### src/watchdog_sleep_pkg.sv
/*
 * Shared constants of the watchdog and sleep controller: register offsets,
 * field positions, reset values and timing figures.
 * Assumes a single 40 MHz core clock and a byte-wide register port.
 */
package watchdog_sleep_pkg;

	// register port
	localparam int ADDR_W = 14;
	localparam logic [13:0] OPTION_OFFSET = 14'h0081;
	localparam logic [13:0] CONFIG_OFFSET = 14'h2007;
	localparam logic [13:0] STATUS_OFFSET = 14'h0003;
	localparam logic [13:0] INTCTL_OFFSET = 14'h000B;

	// reset values
	localparam logic [7:0] OPTION_RESET = 8'hFF;
	localparam logic [7:0] CONFIG_BLANK = 8'h00;

	// option register fields
	localparam int OPT_PRESCALER_ASSIGN = 3;
	localparam int OPT_PRESCALE_SELECT_LO = 0;
	localparam int OPT_PRESCALE_SELECT_HI = 2;

	// configuration word fields
	localparam int CFG_WATCHDOG_FUSE_ENABLE = 2;

	// status register fields
	localparam int STS_TIMEOUT_FLAG_N = 4;
	localparam int STS_POWERDOWN_FLAG_N = 3;

	// interrupt control register fields
	localparam int INTCTL_GLOBAL_IRQ_ENABLE = 7;

	// timing
	localparam int CLK_PERIOD_PS = 25_000;
	localparam longint WDT_PERIOD_PS = 64'd18_000_000_000;
	localparam int WDT_BASE_CYCLES = int'(WDT_PERIOD_PS / CLK_PERIOD_PS);
	localparam int OST_OSC_PERIODS = 1024;
	localparam int OST_CYCLES = OST_OSC_PERIODS;
	localparam logic [10:0] OST_LAST = 11'(OST_CYCLES - 1);

	// postscaler
	localparam int POST_W = 7;

	typedef enum logic [1:0] {
		run_st,
		sleep_st,
		osc_start_st
	} mode_e;

endpackage

### src/watchdog_and_sleep_control.sv
/*
 * Watchdog timer and power-down (sleep) controller.
 * Assumes inputs are synchronous to mclk, the CPU reports instruction
 * execution as one-cycle pulses, and peripherals supply interrupt flags
 * and their individual enables as levels.
 */
// The implementer's own choice: the address-and-strobe port.
// Operation
// - watchdog runs from its own free-running tick
// - timeout in run mode resets the device
// - timeout in sleep wakes and continues execution
// - cleared fuse bit disables the watchdog permanently
// - nominal timeout 18 ms without postscaler
// - option write assigns postscaler up to 1:128
// - clear or sleep instruction clears counter, postscaler
// - timeout clears the active-low timeout flag
// - sleep entry clears watchdog and power-down flag, sets timeout flag, stops oscillator
// - pins hold their drive state in sleep
// - watchdog reset never drives master clear pin
// - master clear, timeout, enabled interrupt end sleep
// - power-down flag set at power-up, cleared sleeping
// - sleep instruction prefetches the next instruction
// - enabled source wakes regardless of global enable
// - global enable selects in-line resume or vector
// - pending enabled interrupt with global enable off makes sleep a no-op
// - watchdog cleared on every wake from sleep
// - crystal modes wait 1024 oscillator periods after wake
// - global enable is bit 7, cleared on reset
`timescale 1ns/1ps

module watchdog_and_sleep_control #(
	parameter int WDT_BASE_CYCLES = watchdog_sleep_pkg::WDT_BASE_CYCLES,
	parameter int BASE_W = 20,
	parameter int IRQ_N = 10
) (
	// clock and reset
	input wire logic mclk,
	input wire logic reset,
	// register port
	input wire logic [watchdog_sleep_pkg::ADDR_W-1:0] reg_addr,
	input wire logic [7:0] reg_wdata,
	input wire logic reg_write,
	input wire logic reg_read,
	output logic [7:0] reg_rdata,
	// configuration fuses and pins
	input wire logic [7:0] fuse_word,
	input wire logic crystal_mode,
	input wire logic master_clear_pin_n,
	// instruction stream
	input wire logic watchdog_clear_instr,
	input wire logic sleep_instr,
	input wire logic irq_taken,
	// interrupt sources
	input wire logic [IRQ_N-1:0] irq_flag,
	input wire logic [IRQ_N-1:0] irq_enable,
	// controls and status to the core
	output logic watchdog_reset,
	output logic osc_drive_en,
	output logic cpu_stall,
	output logic io_hold,
	output logic prefetch_next,
	output logic sleep_as_nop,
	output logic wake_resume,
	output logic wake_to_vector
);

	localparam logic [BASE_W-1:0] BASE_LAST = BASE_W'(WDT_BASE_CYCLES - 1);

	typedef struct packed {
		watchdog_sleep_pkg::mode_e mode;
		logic [BASE_W-1:0] base_cnt;
		logic [watchdog_sleep_pkg::POST_W-1:0] post_cnt;
		logic [7:0] option;
		logic [7:0] fuse;
		logic fuse_loaded;
		logic timeout_flag_n;
		logic powerdown_flag_n;
		logic global_irq_enable;
		logic [10:0] ost_cnt;
		logic wake_gie;
		logic watchdog_reset;
		logic osc_drive_en;
		logic cpu_stall;
		logic io_hold;
		logic prefetch_next;
		logic sleep_as_nop;
		logic wake_resume;
		logic wake_to_vector;
		logic [7:0] rdata;
	} state_s;

	state_s cur;
	state_s next_cur;

	// option and fuse decode
	logic watchdog_fuse_enable;
	logic prescaler_assign;
	logic [2:0] prescale_select;

	// watchdog counter chain
	logic [7:0] post_ratio;
	logic [7:0] post_last;
	logic post_hit;
	logic base_wrap;
	logic timeout;

	// sleep and wake
	logic irq_pending;
	logic sleep_refused;
	logic master_clear;
	logic sleep_timeout;
	logic sleep_irq;
	logic wake;
	logic watchdog_clr;

	always_comb begin
		watchdog_fuse_enable = cur.fuse_loaded && cur.fuse[watchdog_sleep_pkg::CFG_WATCHDOG_FUSE_ENABLE];
		prescaler_assign = cur.option[watchdog_sleep_pkg::OPT_PRESCALER_ASSIGN];
		prescale_select = cur.option[watchdog_sleep_pkg::OPT_PRESCALE_SELECT_HI:
			watchdog_sleep_pkg::OPT_PRESCALE_SELECT_LO];
		// postscale ratio 1:1 unless assigned to the watchdog
		post_ratio = prescaler_assign ? (8'h01 << prescale_select) : 8'h01;
		post_last = post_ratio - 8'h01;
		// at or past the last step, so a lowered ratio never waits for a wrap
		post_hit = {1'b0, cur.post_cnt} >= post_last;
		base_wrap = cur.base_cnt == BASE_LAST;
		timeout = watchdog_fuse_enable && base_wrap && post_hit;
		irq_pending = |(irq_flag & irq_enable);
		// pending enabled source with global enable off refuses sleep
		sleep_refused = !cur.global_irq_enable && irq_pending;
		master_clear = !master_clear_pin_n;
		sleep_timeout = cur.mode == watchdog_sleep_pkg::sleep_st && timeout;
		sleep_irq = cur.mode == watchdog_sleep_pkg::sleep_st && irq_pending;
		wake = sleep_timeout || sleep_irq;
		watchdog_clr = watchdog_clear_instr || sleep_instr || wake;
	end

	always_comb begin
		next_cur = cur;
		next_cur.watchdog_reset = 1'b0;
		next_cur.prefetch_next = 1'b0;
		next_cur.sleep_as_nop = 1'b0;
		next_cur.wake_resume = 1'b0;
		next_cur.wake_to_vector = 1'b0;
		// read data stands one cycle, then reads zero
		next_cur.rdata = 8'h00;

		// configuration word caught once after reset release
		if (!cur.fuse_loaded) begin
			next_cur.fuse = fuse_word;
			next_cur.fuse_loaded = 1'b1;
		end

		// watchdog tick runs whatever the core clock does
		if (watchdog_clr && cur.mode == watchdog_sleep_pkg::run_st) begin
			next_cur.base_cnt = '0;
			next_cur.post_cnt = '0;
		end else if (wake) begin
			next_cur.base_cnt = '0;
			next_cur.post_cnt = '0;
		end else if (base_wrap) begin
			next_cur.base_cnt = '0;
			if (post_hit) begin
				next_cur.post_cnt = '0;
			end else begin
				next_cur.post_cnt = cur.post_cnt + 1'b1;
			end
		end else begin
			next_cur.base_cnt = cur.base_cnt + 1'b1;
		end

		// register port
		if (reg_write) begin
			unique case (reg_addr)
				watchdog_sleep_pkg::OPTION_OFFSET: begin
					next_cur.option = reg_wdata;
				end
				watchdog_sleep_pkg::INTCTL_OFFSET: begin
					next_cur.global_irq_enable = reg_wdata[watchdog_sleep_pkg::INTCTL_GLOBAL_IRQ_ENABLE];
				end
				default: begin
				end
			endcase
		end
		if (reg_read) begin
			unique case (reg_addr)
				watchdog_sleep_pkg::OPTION_OFFSET: begin
					next_cur.rdata = cur.option;
				end
				watchdog_sleep_pkg::CONFIG_OFFSET: begin
					next_cur.rdata = cur.fuse;
				end
				watchdog_sleep_pkg::STATUS_OFFSET: begin
					next_cur.rdata[watchdog_sleep_pkg::STS_TIMEOUT_FLAG_N] = cur.timeout_flag_n;
					next_cur.rdata[watchdog_sleep_pkg::STS_POWERDOWN_FLAG_N] = cur.powerdown_flag_n;
				end
				watchdog_sleep_pkg::INTCTL_OFFSET: begin
					next_cur.rdata[watchdog_sleep_pkg::INTCTL_GLOBAL_IRQ_ENABLE] = cur.global_irq_enable;
				end
				default: begin
					next_cur.rdata = 8'h00;
				end
			endcase
		end

		// interrupt response disables further interrupts
		if (irq_taken) begin
			next_cur.global_irq_enable = 1'b0;
		end

		// sleep state machine
		unique case (cur.mode)
			watchdog_sleep_pkg::run_st: begin
				if (watchdog_clear_instr) begin
					next_cur.timeout_flag_n = 1'b1;
					next_cur.powerdown_flag_n = 1'b1;
				end
				// a clear or sleep in the timeout cycle wins
				if (timeout && !watchdog_clear_instr && !sleep_instr) begin
					// full reset of the core; pin is left alone
					next_cur.watchdog_reset = 1'b1;
					next_cur.timeout_flag_n = 1'b0;
					next_cur.option = watchdog_sleep_pkg::OPTION_RESET;
					next_cur.global_irq_enable = 1'b0;
				end else if (sleep_instr) begin
					next_cur.prefetch_next = 1'b1;
					if (sleep_refused) begin
						next_cur.sleep_as_nop = 1'b1;
					end else begin
						// counts were cleared by the sleep instruction above
						next_cur.mode = watchdog_sleep_pkg::sleep_st;
						next_cur.powerdown_flag_n = 1'b0;
						next_cur.timeout_flag_n = 1'b1;
						next_cur.osc_drive_en = 1'b0;
						next_cur.cpu_stall = 1'b1;
						next_cur.io_hold = 1'b1;
						next_cur.wake_gie = 1'b0;
					end
				end
			end
			watchdog_sleep_pkg::sleep_st: begin
				if (wake) begin
					if (timeout) begin
						next_cur.timeout_flag_n = 1'b0;
					end
					// a timeout wake never branches to the vector
					next_cur.wake_gie = cur.global_irq_enable && !timeout;
					next_cur.io_hold = 1'b0;
					next_cur.osc_drive_en = 1'b1;
					// crystal start-up holds the core for the full wait
					if (crystal_mode) begin
						next_cur.mode = watchdog_sleep_pkg::osc_start_st;
						next_cur.ost_cnt = watchdog_sleep_pkg::OST_LAST;
					end else begin
						next_cur.mode = watchdog_sleep_pkg::run_st;
						next_cur.cpu_stall = 1'b0;
						next_cur.wake_resume = 1'b1;
						next_cur.wake_to_vector = cur.global_irq_enable && !timeout;
					end
				end
			end
			watchdog_sleep_pkg::osc_start_st: begin
				// watchdog keeps running through the start-up wait
				if (timeout) begin
					next_cur.timeout_flag_n = 1'b0;
				end
				if (cur.ost_cnt == 11'h000) begin
					next_cur.mode = watchdog_sleep_pkg::run_st;
					next_cur.cpu_stall = 1'b0;
					next_cur.wake_resume = 1'b1;
					next_cur.wake_to_vector = cur.wake_gie;
				end else begin
					next_cur.ost_cnt = cur.ost_cnt - 11'h001;
				end
			end
			default: begin
				// stray state code falls back to run
				next_cur.mode = watchdog_sleep_pkg::run_st;
				next_cur.cpu_stall = 1'b0;
				next_cur.io_hold = 1'b0;
				next_cur.osc_drive_en = 1'b1;
			end
		endcase

		// external master clear resets the core from any mode
		if (master_clear) begin
			next_cur.mode = watchdog_sleep_pkg::run_st;
			next_cur.option = watchdog_sleep_pkg::OPTION_RESET;
			next_cur.global_irq_enable = 1'b0;
			next_cur.osc_drive_en = 1'b1;
			next_cur.cpu_stall = 1'b0;
			next_cur.io_hold = 1'b0;
			next_cur.wake_resume = 1'b0;
			next_cur.wake_to_vector = 1'b0;
			next_cur.sleep_as_nop = 1'b0;
			next_cur.prefetch_next = 1'b0;
			next_cur.watchdog_reset = 1'b0;
			next_cur.base_cnt = '0;
			next_cur.post_cnt = '0;
			next_cur.ost_cnt = 11'h000;
			next_cur.wake_gie = 1'b0;
		end
	end

	always_ff @(posedge mclk or posedge reset) begin
		if (reset) begin
			cur.mode <= watchdog_sleep_pkg::run_st;
			cur.base_cnt <= '0;
			cur.post_cnt <= '0;
			cur.option <= watchdog_sleep_pkg::OPTION_RESET;
			cur.fuse <= watchdog_sleep_pkg::CONFIG_BLANK;
			cur.fuse_loaded <= 1'b0;
			cur.timeout_flag_n <= 1'b1;
			cur.powerdown_flag_n <= 1'b1;
			cur.global_irq_enable <= 1'b0;
			cur.ost_cnt <= 11'h000;
			cur.wake_gie <= 1'b0;
			cur.watchdog_reset <= 1'b0;
			cur.osc_drive_en <= 1'b1;
			cur.cpu_stall <= 1'b0;
			cur.io_hold <= 1'b0;
			cur.prefetch_next <= 1'b0;
			cur.sleep_as_nop <= 1'b0;
			cur.wake_resume <= 1'b0;
			cur.wake_to_vector <= 1'b0;
			cur.rdata <= 8'h00;
		end else begin
			cur <= next_cur;
		end
	end

	always_comb begin
		reg_rdata = cur.rdata;
		watchdog_reset = cur.watchdog_reset;
		osc_drive_en = cur.osc_drive_en;
		cpu_stall = cur.cpu_stall;
		io_hold = cur.io_hold;
		prefetch_next = cur.prefetch_next;
		sleep_as_nop = cur.sleep_as_nop;
		wake_resume = cur.wake_resume;
		wake_to_vector = cur.wake_to_vector;
	end

endmodule

### config.mk
export PLATFORM = sky130hd
export DESIGN_NAME = watchdog_and_sleep_control
export DESIGN_NICKNAME = d
export VERILOG_FILES = /design/src/watchdog_sleep_pkg.sv /design/src/watchdog_and_sleep_control.sv
export SDC_FILE = /design/constraint.sdc
export NUM_CORES = 1
export LEC_CHECK = 0
export BUFFER_PORTS_ARGS = -buffer_cell sky130_fd_sc_hd__buf_4
export CORE_UTILIZATION = 57
export DETAILED_ROUTE_END_ITERATION = 16
export GPL_TIMING_DRIVEN = 0
export MAX_ROUTING_LAYER = met4
export PLACE_DENSITY = 0.82
export SETUP_SLACK_MARGIN = 0.05
export SYNTH_ARGS = -nofsm -noshare
export SYNTH_HDL_FRONTEND = slang
export SYNTH_SLANG_ARGS = --single-unit
export TNS_END_PERCENT = 10
### constraint.sdc
create_clock -name mclk -period 3.1 [get_ports mclk]
set_input_delay 0.31 -clock mclk [delete_from_list [all_inputs] [get_ports mclk]]
set_output_delay 0.31 -clock mclk [all_outputs]
set_load 0.1 [all_outputs]
==> results of run 1 <==
## final timing paths
| check | slack [ns] | cells past startpoint | endpoint | start |
|---|---|---|---|---|
| min in group asynchronous | 0.48 | 3 | cur[38]$_DFFE_PP0N_ | reset |
| max | 0.16 | 10 | wake_to_vector$_DFF_PP0_ | cur[42]$_DFF_PP1_ |
| max reg2reg | 0.16 | 10 | wake_to_vector$_DFF_PP0_ | cur[42]$_DFF_PP1_ |
| max in group asynchronous | 2.02 | 4 | cur[44]$_DFF_PP1_ | reset |
| min reg2reg | 0.48 | 2 | osc_drive_en$_DFFE_PP1P_ | osc_drive_en$_DFFE_PP1P_ |
| min | 0.13 | 2 | cur[28]$_DFF_PP0_ | irq_taken |
## cell usage in the layout (no fill, tap or decap), drive strengths merged, types with 8 or more instances in the layout
| cell | n |
|---|---|
| dfrtp | 66 |
| xnor2 | 13 |
| a21oi | 24 |
| nor2b | 8 |
| a22oi | 11 |
| dfstp | 11 |
| nor3 | 12 |
| inv | 16 |
| clkbuf | 18 |
| o21ai | 17 |
| nor4 | 8 |
| ha | 15 |
| nand3 | 38 |
| nand2 | 45 |
| xor2 | 11 |
| nor2 | 55 |
| buf | 87 |
## what timing repair did
item / 4_1_cts / 5_1_grt
pin swaps: 0 / 0
setup endpoints to repair: 21 / 2
hold buffers: 1 / 0
gates resized for setup: 1 / 3
endpoints found under the hold margin: 16 / 0
buffers inserted: 0 / 1
## worst max-delay path: stages (launching register included)
cell and delay (ns):
dfstp_2 0.63, o31a_1 0.19, ha_1 0.23, o21ai_0 0.12, a32oi_1 0.20, ha_1 0.30
a21oi_2 0.21, o21a_4 0.21, nor2_2 0.10, or4_1 0.49, a21oi_2 0.18
## area by class of cell
cell class | instances | area share
Multi-Input combinational cell | 341 | 0.430
Clock inverter | 4 | 0.00476
Sequential cell | 77 | 0.369
Clock buffer | 12 | 0.0276
Buffer | 19 | 0.0219
Inverter | 16 | 0.0119
Tap cell | 99 | 0.0235
Timing Repair Buffer | 75 | 0.111
## routing by layer
layer | vias to the layer above | global-route usage | part of all wire
li1 | 1807 | - | -
met1 | 1822 | 0.350 | 0.44
met2 | 104 | 0.433 | 0.51
met3 | 9 | 0.0656 | 0.044
met4 | 0 | 0.0693 | 0.0079
met5 | - | - | 0
## kinds of logic (layout without fill, tap and decap cells)
kind of cell             count (synthesis)  after routing  synth area share
AND/OR/NAND/NOR                        198            198             0.243
multiplexers                             8              8            0.0203
buffers and inverters                   38            126            0.0427
other                                    1              1          0.000858
AO/OA/AOI/OAI                           95             95             0.158
flip-flops                              77             77             0.444
XOR/XNOR                                24             24            0.0481
adder cells (fa/ha/maj)                 15             15            0.0430
## registers in the layout, summed over array words and instances, names as in the netlist
name,cells
wake_resume,1
sleep_as_nop,1
io_hold,1
reg_rdata,8
watchdog_reset,1
osc_drive_en,1
wake_to_vector,1
prefetch_next,1
cur,61
cpu_stall,1
## stage by stage
stage          worst slack (ns)  area [sq um]  std cells  power, W
6_report                  0.161          5260        643   0.00195
3_5_place_dp             -0.101          5060        628   0.00130
4_1_cts                   0.139          5240        642   0.00197
3_3_place_gp            -0.0588          5030        627   0.00129
5_1_grt                  0.0411          5260        643   0.00204
2_1_floorplan             0.283          4370        456   0.00120
## power by group through the flow
stage / Clock [W] / Combinational (W) / Sequential, W
after floorplan: 0 / 0.000108 / 0.00109
after global placement: 0 / 0.000215 / 0.00108
after detailed placement: 0 / 0.000226 / 0.00108
after CTS: 0.000683 / 0.000228 / 0.00106
after global routing: 0.000727 / 0.000249 / 0.00106
final: 0.000659 / 0.000228 / 0.00106
==> results.txt, run 1 <==
----------------------------------------------------
[GRT]
  Antenna violations before repair ... 0
  Number of global-route vias before repair ... 3432
  Residual overflow from global routing ... 0
  First-pass GRT wire length ... between 15000 and 20000 microns
  Pin count of the biggest net entering global routing ... 59
  GRT Util Overall ... 0.272

[Power and ir drop]
  Combinational cell fraction of total power ... 0.117
  Power density cells ... approximately 370 nW/um^2
  Fraction of power spent switching nets ... 0.258
  Static Leak ... about 2.3 nW
  IR drop worst, VDD ... around 0.26 mV
  Power dissipated by switching net loads ... approximately 0.00050 W
  Internal power component ... about 0.0014 W
  Clock Power Share ... 0.338
  Share of total power in sequential cells ... 0.545

[Routing]
  Starting DRC count in detailed routing ... approximately 230
  DRC violations left ... 0
  Vias after detailed routing ... between 3k and 4k
  Total wire length after detailed routing ... slightly above 10000 microns
  Average detailed-routed wire length per instance ... ~16 microns
  Length of the first detailed-routing pass in iterations ... 5
  Average via count per standard cell ... 5.82
  Post-route ant nets ... 0

[Clocking]
  CTS root buffer ... clkbuf_8
  Max Root-Sink Buffers ... 2
  TritonCTS sink count ... 77
  CTS tree ... yes
  Clk_lat worst skew ... 0.35 ns
  H-Tree Level Count ... 3
  Clock-pin slew of the registers on the worst-case setup and hold paths ... about 0.080 ns
  CTS Buf Count ... 9

[Setup path]
  Startpoint type of the worst setup path ... register
  Worst Path Max Fanout ... 10
  Required time of the critical path ... between 3 and 4 ns
  Crit Path Class ... register to register
  Worst Setup End Kind ... register
  Arrival time of the worst setup path ... 3.21 ns

[Synth]
  Total of warnings raised by yosys ... 0
  Syn Nets ... 530
  Number of register bits inferred by synthesis ... 77
  Unique masters post-synth ... 68
  Synth async-reset ratio ... 1.00
  Dominant cells by area after synthesis ... dfrtp_1 38%, dfstp_2 6.6%, nor2_1 4.5%
  Commonest cells in the netlist ... 66 x dfrtp_1, 52 x nor2_1, 42 x nand2_1
  Synth Flop Type ... dfrtp_1
  Area share of the leading cell type in the synthesized netlist ... 0.378
  Mapped Area ... approximately 4400 sq um
  Synth Instances ... around 460
  EDFF count, synth ... 0
  Fraction of the yosys area taken by sequential cells ... 0.444
  Yosys top cell by area ... dfrtp_1
  Most repeated cell in the gate-level netlist after synthesis ... dfrtp_1
  Synthesized area per cell ... about 9.6 sq um

[Die]
  Initial Util ... 0.596
  DIE AREA ... 8020 sq um
  Placeable core area ... 7330 sq um
  Count of boundary I/O pins ... 75
  Std cell rows ... 31
  Die height ... between 80 and 90 microns
  Floorplan die width ... 89.6 microns

[Cells and area]
  Area of the multi-input gates ... around 2300 sq um
  Final cell utilization of the core ... 0.718
  Area overhead of the layout relative to synthesis ... 20.4%
  Net count of the finished layout ... between 600 and 700
  Filler cell count in the final layout ... between 500 and 600
  Register area ... between 1500 and 2000 sq um
  Diode count ... 0
  Proportion of layout cells with a drive suffix above 1 ... 0.270

[Status]
  Result of the run ... finished, final reports clean

[Job]
  Max-Cap Viols ... 0

[Timing]
  Number of failing setup endpoints in the final timing report ... 0
  Highest clock frequency the design can meet ... 0.340 GHz
  Pin slew with the least headroom to its limit ... between 0.7 and 0.8 ns
  Final critical-path required period ... 2.94 ns
  Worst clock skew on the final layout ... 0.00905 ns
  Unrepaired setup endpoints after global routing ... false
  Final Max Slew Viols ... 0
  Hold Worst Slack ... roughly 0.13 ns
  Setup TNS ... 0 ns
  Final worst path period share ... 0.948
  Count of endpoints failing hold in the final timing report ... 0
  Rel. slew slack ... 0.466

[Place]
  Detailed placement HPWL ... 7450 microns
  PortBufs ... a little over 70
  Routability congestion estimate from global placement ... about 0.9

[Hold path]
  HP Class ... primary input to register

----------------------------------------------------
No activity file was read; power rests on OpenSTA's default activity.
==> run 2: changes to the inputs <==
- CELL_PAD_IN_SITES_DETAIL_PLACEMENT: default -> 1
- CELL_PAD_IN_SITES_GLOBAL_PLACEMENT: default -> 2
- CORE_UTILIZATION: 57 -> 35
- PLACE_DENSITY: 0.82 -> 0.81
==> results.txt, run 2 (same netlist as run 1, synthesis figures left out) <==
----------------------------------------------------
[Setup path]
  Worst Path Max Fanout ... 6 (was 10)
  Worst-case reg-to-reg path depth ... 12 (was 10)
  Crit Path Class ... register to register (unchanged)
  Startpoint type of the worst setup path ... register (unchanged)
  Reg2reg start ... cur[43]$_DFF_PP1_ (was cur[42]$_DFF_PP1_)
  Required time of the critical path ... 3.32 ns (was 3.37 ns)
  Highest-delay cell along the critical path ... dfstp_2 (unchanged)
  Arrival time of the worst setup path ... 3.12 ns (was 3.21 ns)
  Gate family responsible for the most delay along the worst path ... compound AO/OA/AOI/OAI gates (unchanged)
  Reg-to-reg slack, setup ... 0.20 ns (was 0.16 ns)
  Cell-by-cell listing of the critical path ... o31a_1 > ha_2 > nand2_1 > o21ai_0 > a32oi_1 > ha_1 > o2111ai_2 > o21a_4 > o21a_1 > nor2_4 > buf_4 > a21oi_1 (was o31a_1 > ha_1 > o21ai_0 > a32oi_1 > ha_1 > a21oi_2 > o21a_4 > nor2_2 > or4_1 > a21oi_2)
  Stage delay of the slowest cell on the critical path ... 0.61 ns (was 0.63 ns)
  Critical register-to-register path endpoint ... cur[26]$_DFFE_PP0P_ (was wake_to_vector$_DFF_PP0_)
  Worst Setup End Kind ... register (unchanged)
  Buffers plus inverters on the worst setup path ... 1 (was 0)

[Routing]
  Average detailed-routed wire length per instance ... 17.0 microns (was 15.7 microns)
  Post-route ant nets ... 0 (unchanged)
  Length of the first detailed-routing pass in iterations ... 4 (was 5)
  Starting DRC count in detailed routing ... 137 (was 231)
  Average via count per standard cell ... 5.20 (was 5.82)
  Vias after detailed routing ... 3772 (was 3742)
  Total wire length after detailed routing ... 12300 microns (was 10100 microns)
  DRC violations left ... 0 (unchanged)

[Place]
  Routability congestion estimate from global placement ... 0.792 (was 0.876)
  Number of placed instances, taps included ... 697 (was 628)
  Detailed placement HPWL ... 8940 microns (was 7450 microns)
  PortBufs ... 72 (unchanged)

[Die]
  Die height ... 114 microns (was 89.6 microns)
  Count of boundary I/O pins ... 75 (unchanged)
  DIE AREA ... 12900 sq um (was 8020 sq um)
  Std cell rows ... 40 (was 31)
  Floorplan die width ... 114 microns (was 89.6 microns)
  Initial Util ... 0.361 (was 0.596)
  Placeable core area ... 12100 sq um (was 7330 sq um)

[Hold path]
  HP Class ... primary input to register (unchanged)
  Sink of the worst hold path ... cur[28]$_DFF_PP0_ (unchanged)
  Worst Hold Depth ... 2 (unchanged)
  Launch point of the worst hold path ... irq_taken (unchanged)

[Cells and area]
  Filler cell count in the final layout ... 1392 (was 548)
  Biggest register ... cur (unchanged)
  Commonest cells after routing, fill and taps aside ... 98 x buf_4, 66 x dfrtp_1, 52 x nor2_1 (was 84 x buf_4, 66 x dfrtp_1, 52 x nor2_1)
  Most common cell after layout, fill and taps aside ... buf_4 (unchanged)
  Diode count ... 0 (unchanged)
  Final std cells w/o fill ... 726 (was 643)
  Proportion of layout cells with a drive suffix above 1 ... 0.294 (was 0.270)
  Largest register FFs ... 61 (unchanged)
  Register area ... 1940 sq um (unchanged)
  Area overhead of the layout relative to synthesis ... 28.4% (was 20.4%)
  Area of the multi-input gates ... 2270 sq um (was 2260 sq um)
  Net count of the finished layout ... 627 (was 613)

[Timing]
  Count of endpoints failing hold in the final timing report ... 0 (unchanged)
  Pin slew with the least headroom to its limit ... 0.868 ns (was 0.795 ns)
  Worst clock skew on the final layout ... 0.00691 ns (was 0.00905 ns)
  Final worst path period share ... 0.935 (was 0.948)
  Unrepaired setup endpoints after global routing ... true (was false)
  Rel. slew slack ... 0.417 (was 0.466)
  Hold Worst Slack ... 0.121 ns (was 0.128 ns)
  Highest clock frequency the design can meet ... 0.345 GHz (was 0.340 GHz)
  Number of failing setup endpoints in the final timing report ... 0 (unchanged)
  Final critical-path required period ... 2.90 ns (was 2.94 ns)
  Final Max Slew Viols ... 0 (unchanged)

[Power and ir drop]
  IR drop worst, VDD ... 0.283 mV (was 0.255 mV)
  Power consumption ... 0.00245 W (was 0.00195 W)
  Static Leak ... 2.45 nW (was 2.32 nW)
  Power density cells ... 436 nW/um^2 (was 370 nW/um^2)

[Clocking]
  Clock-pin slew of the registers on the worst-case setup and hold paths ... 0.06 ns (was 0.08 ns)
  H-Tree Level Count ... 3 (unchanged)
  CTS Buf Count ... 9 (unchanged)
  Max Root-Sink Buffers ... 2 (unchanged)
  CTS root buffer ... clkbuf_16 (was clkbuf_8)
  CTS tree ... yes (unchanged)
  Clk_lat worst skew ... 0.34 ns (was 0.35 ns)
  TritonCTS sink count ... 77 (unchanged)

[GRT]
  Antenna violations before repair ... 0 (unchanged)
  GRT Util Overall ... 0.208 (was 0.272)
  First-pass GRT wire length ... 20200 microns (was 16000 microns)
  Residual overflow from global routing ... 0 (unchanged)
  Met2 Resource Use GR ... 0.335 (was 0.433)
  Global-route track usage on met1 ... 0.262 (was 0.350)
  Pin count of the biggest net entering global routing ... 55 (was 59)
  Most Used Layer, Global Route ... met2 (unchanged)
  Number of global-route vias before repair ... 4013 (was 3432)
  M3 GR Usage ... 0.0356 (was 0.0656)

[Status]
  Result of the run ... finished, final reports clean (unchanged)

[Job]
  Max-Cap Viols ... 0 (unchanged)

----------------------------------------------------
-- run 2: what timing repair did --
| item | in CTS | in global routing |
|---|---|---|
| endpoints found under the hold margin | 18 | 0 |
| hold buffers | 1 | 0 |
| setup buffers | 2 | 13 |
| pin swaps | 0 | 9 |
| endpoints found under the setup margin | 36 | 22 |
| gates resized for setup | 2 | 3 |
-- run 2: worst max-delay path by stage --
stage	from	endpoint	slack [ns]	cells past startpoint
finish	cur[43]$_DFF_PP1_	cur[26]$_DFFE_PP0P_	0.20	12
global route	cur[43]$_DFF_PP1_	cur[26]$_DFFE_PP0P_	0.006	12
CTS	cur[42]$_DFF_PP1_	wake_to_vector$_DFF_PP0_	0.05	10
detailed placement	cur[43]$_DFF_PP1_	wake_to_vector$_DFF_PP0_	-0.26	11
global placement	reset	cur[22]$_DFFE_PP0P_	-0.22	2
floorplan	cur[42]$_DFF_PP1_	wake_to_vector$_DFF_PP0_	0.28	11
-- run 2: metal layers --
layer / part of all wire / vias to the layer above / wire [microns]
li1: - / 1826 / -
met1: 0.47 / 1892 / 5760
met2: 0.50 / 38 / 6180
met3: 0.015 / 16 / 183
met4: 0.018 / 0 / 221
met5: 0 / - / 0
-- run 2: cell type report --
class	count	share of cell area
Timing Repair Buffer	89	0.123
Multi-Input combinational cell	341	0.404
Inverter	16	0.0112
Tap cell	168	0.0375
Sequential cell	77	0.346
Clock inverter	7	0.0176
Buffer	19	0.0205
Clock buffer	9	0.0401
-- run 2: power by group --
part / internal (W) / leakage, nW / switching [W] / total [W]
sequential: 0.00104 / 0.987 / 0.0000261 / 0.00106
clock: 0.000709 / 0.156 / 0.000440 / 0.00115
combinational: 0.000103 / 1.31 / 0.000134 / 0.000237
-- run 2: stage by stage --
stage / instance area, sq um / util / setup WS (ns) / setup TNS (ns)
2_1_floorplan: 4370 / - / 0.283 / 0
3_3_place_gp: 5120 / 0.423 / -0.223 / -15.78
3_5_place_dp: 5150 / 0.425 / -0.264 / -4.26
4_1_cts: 5500 / 0.454 / 0.0548 / 0
5_1_grt: 5610 / 0.463 / 0.00606 / 0
6_report: 5610 / 0.463 / 0.201 / 0
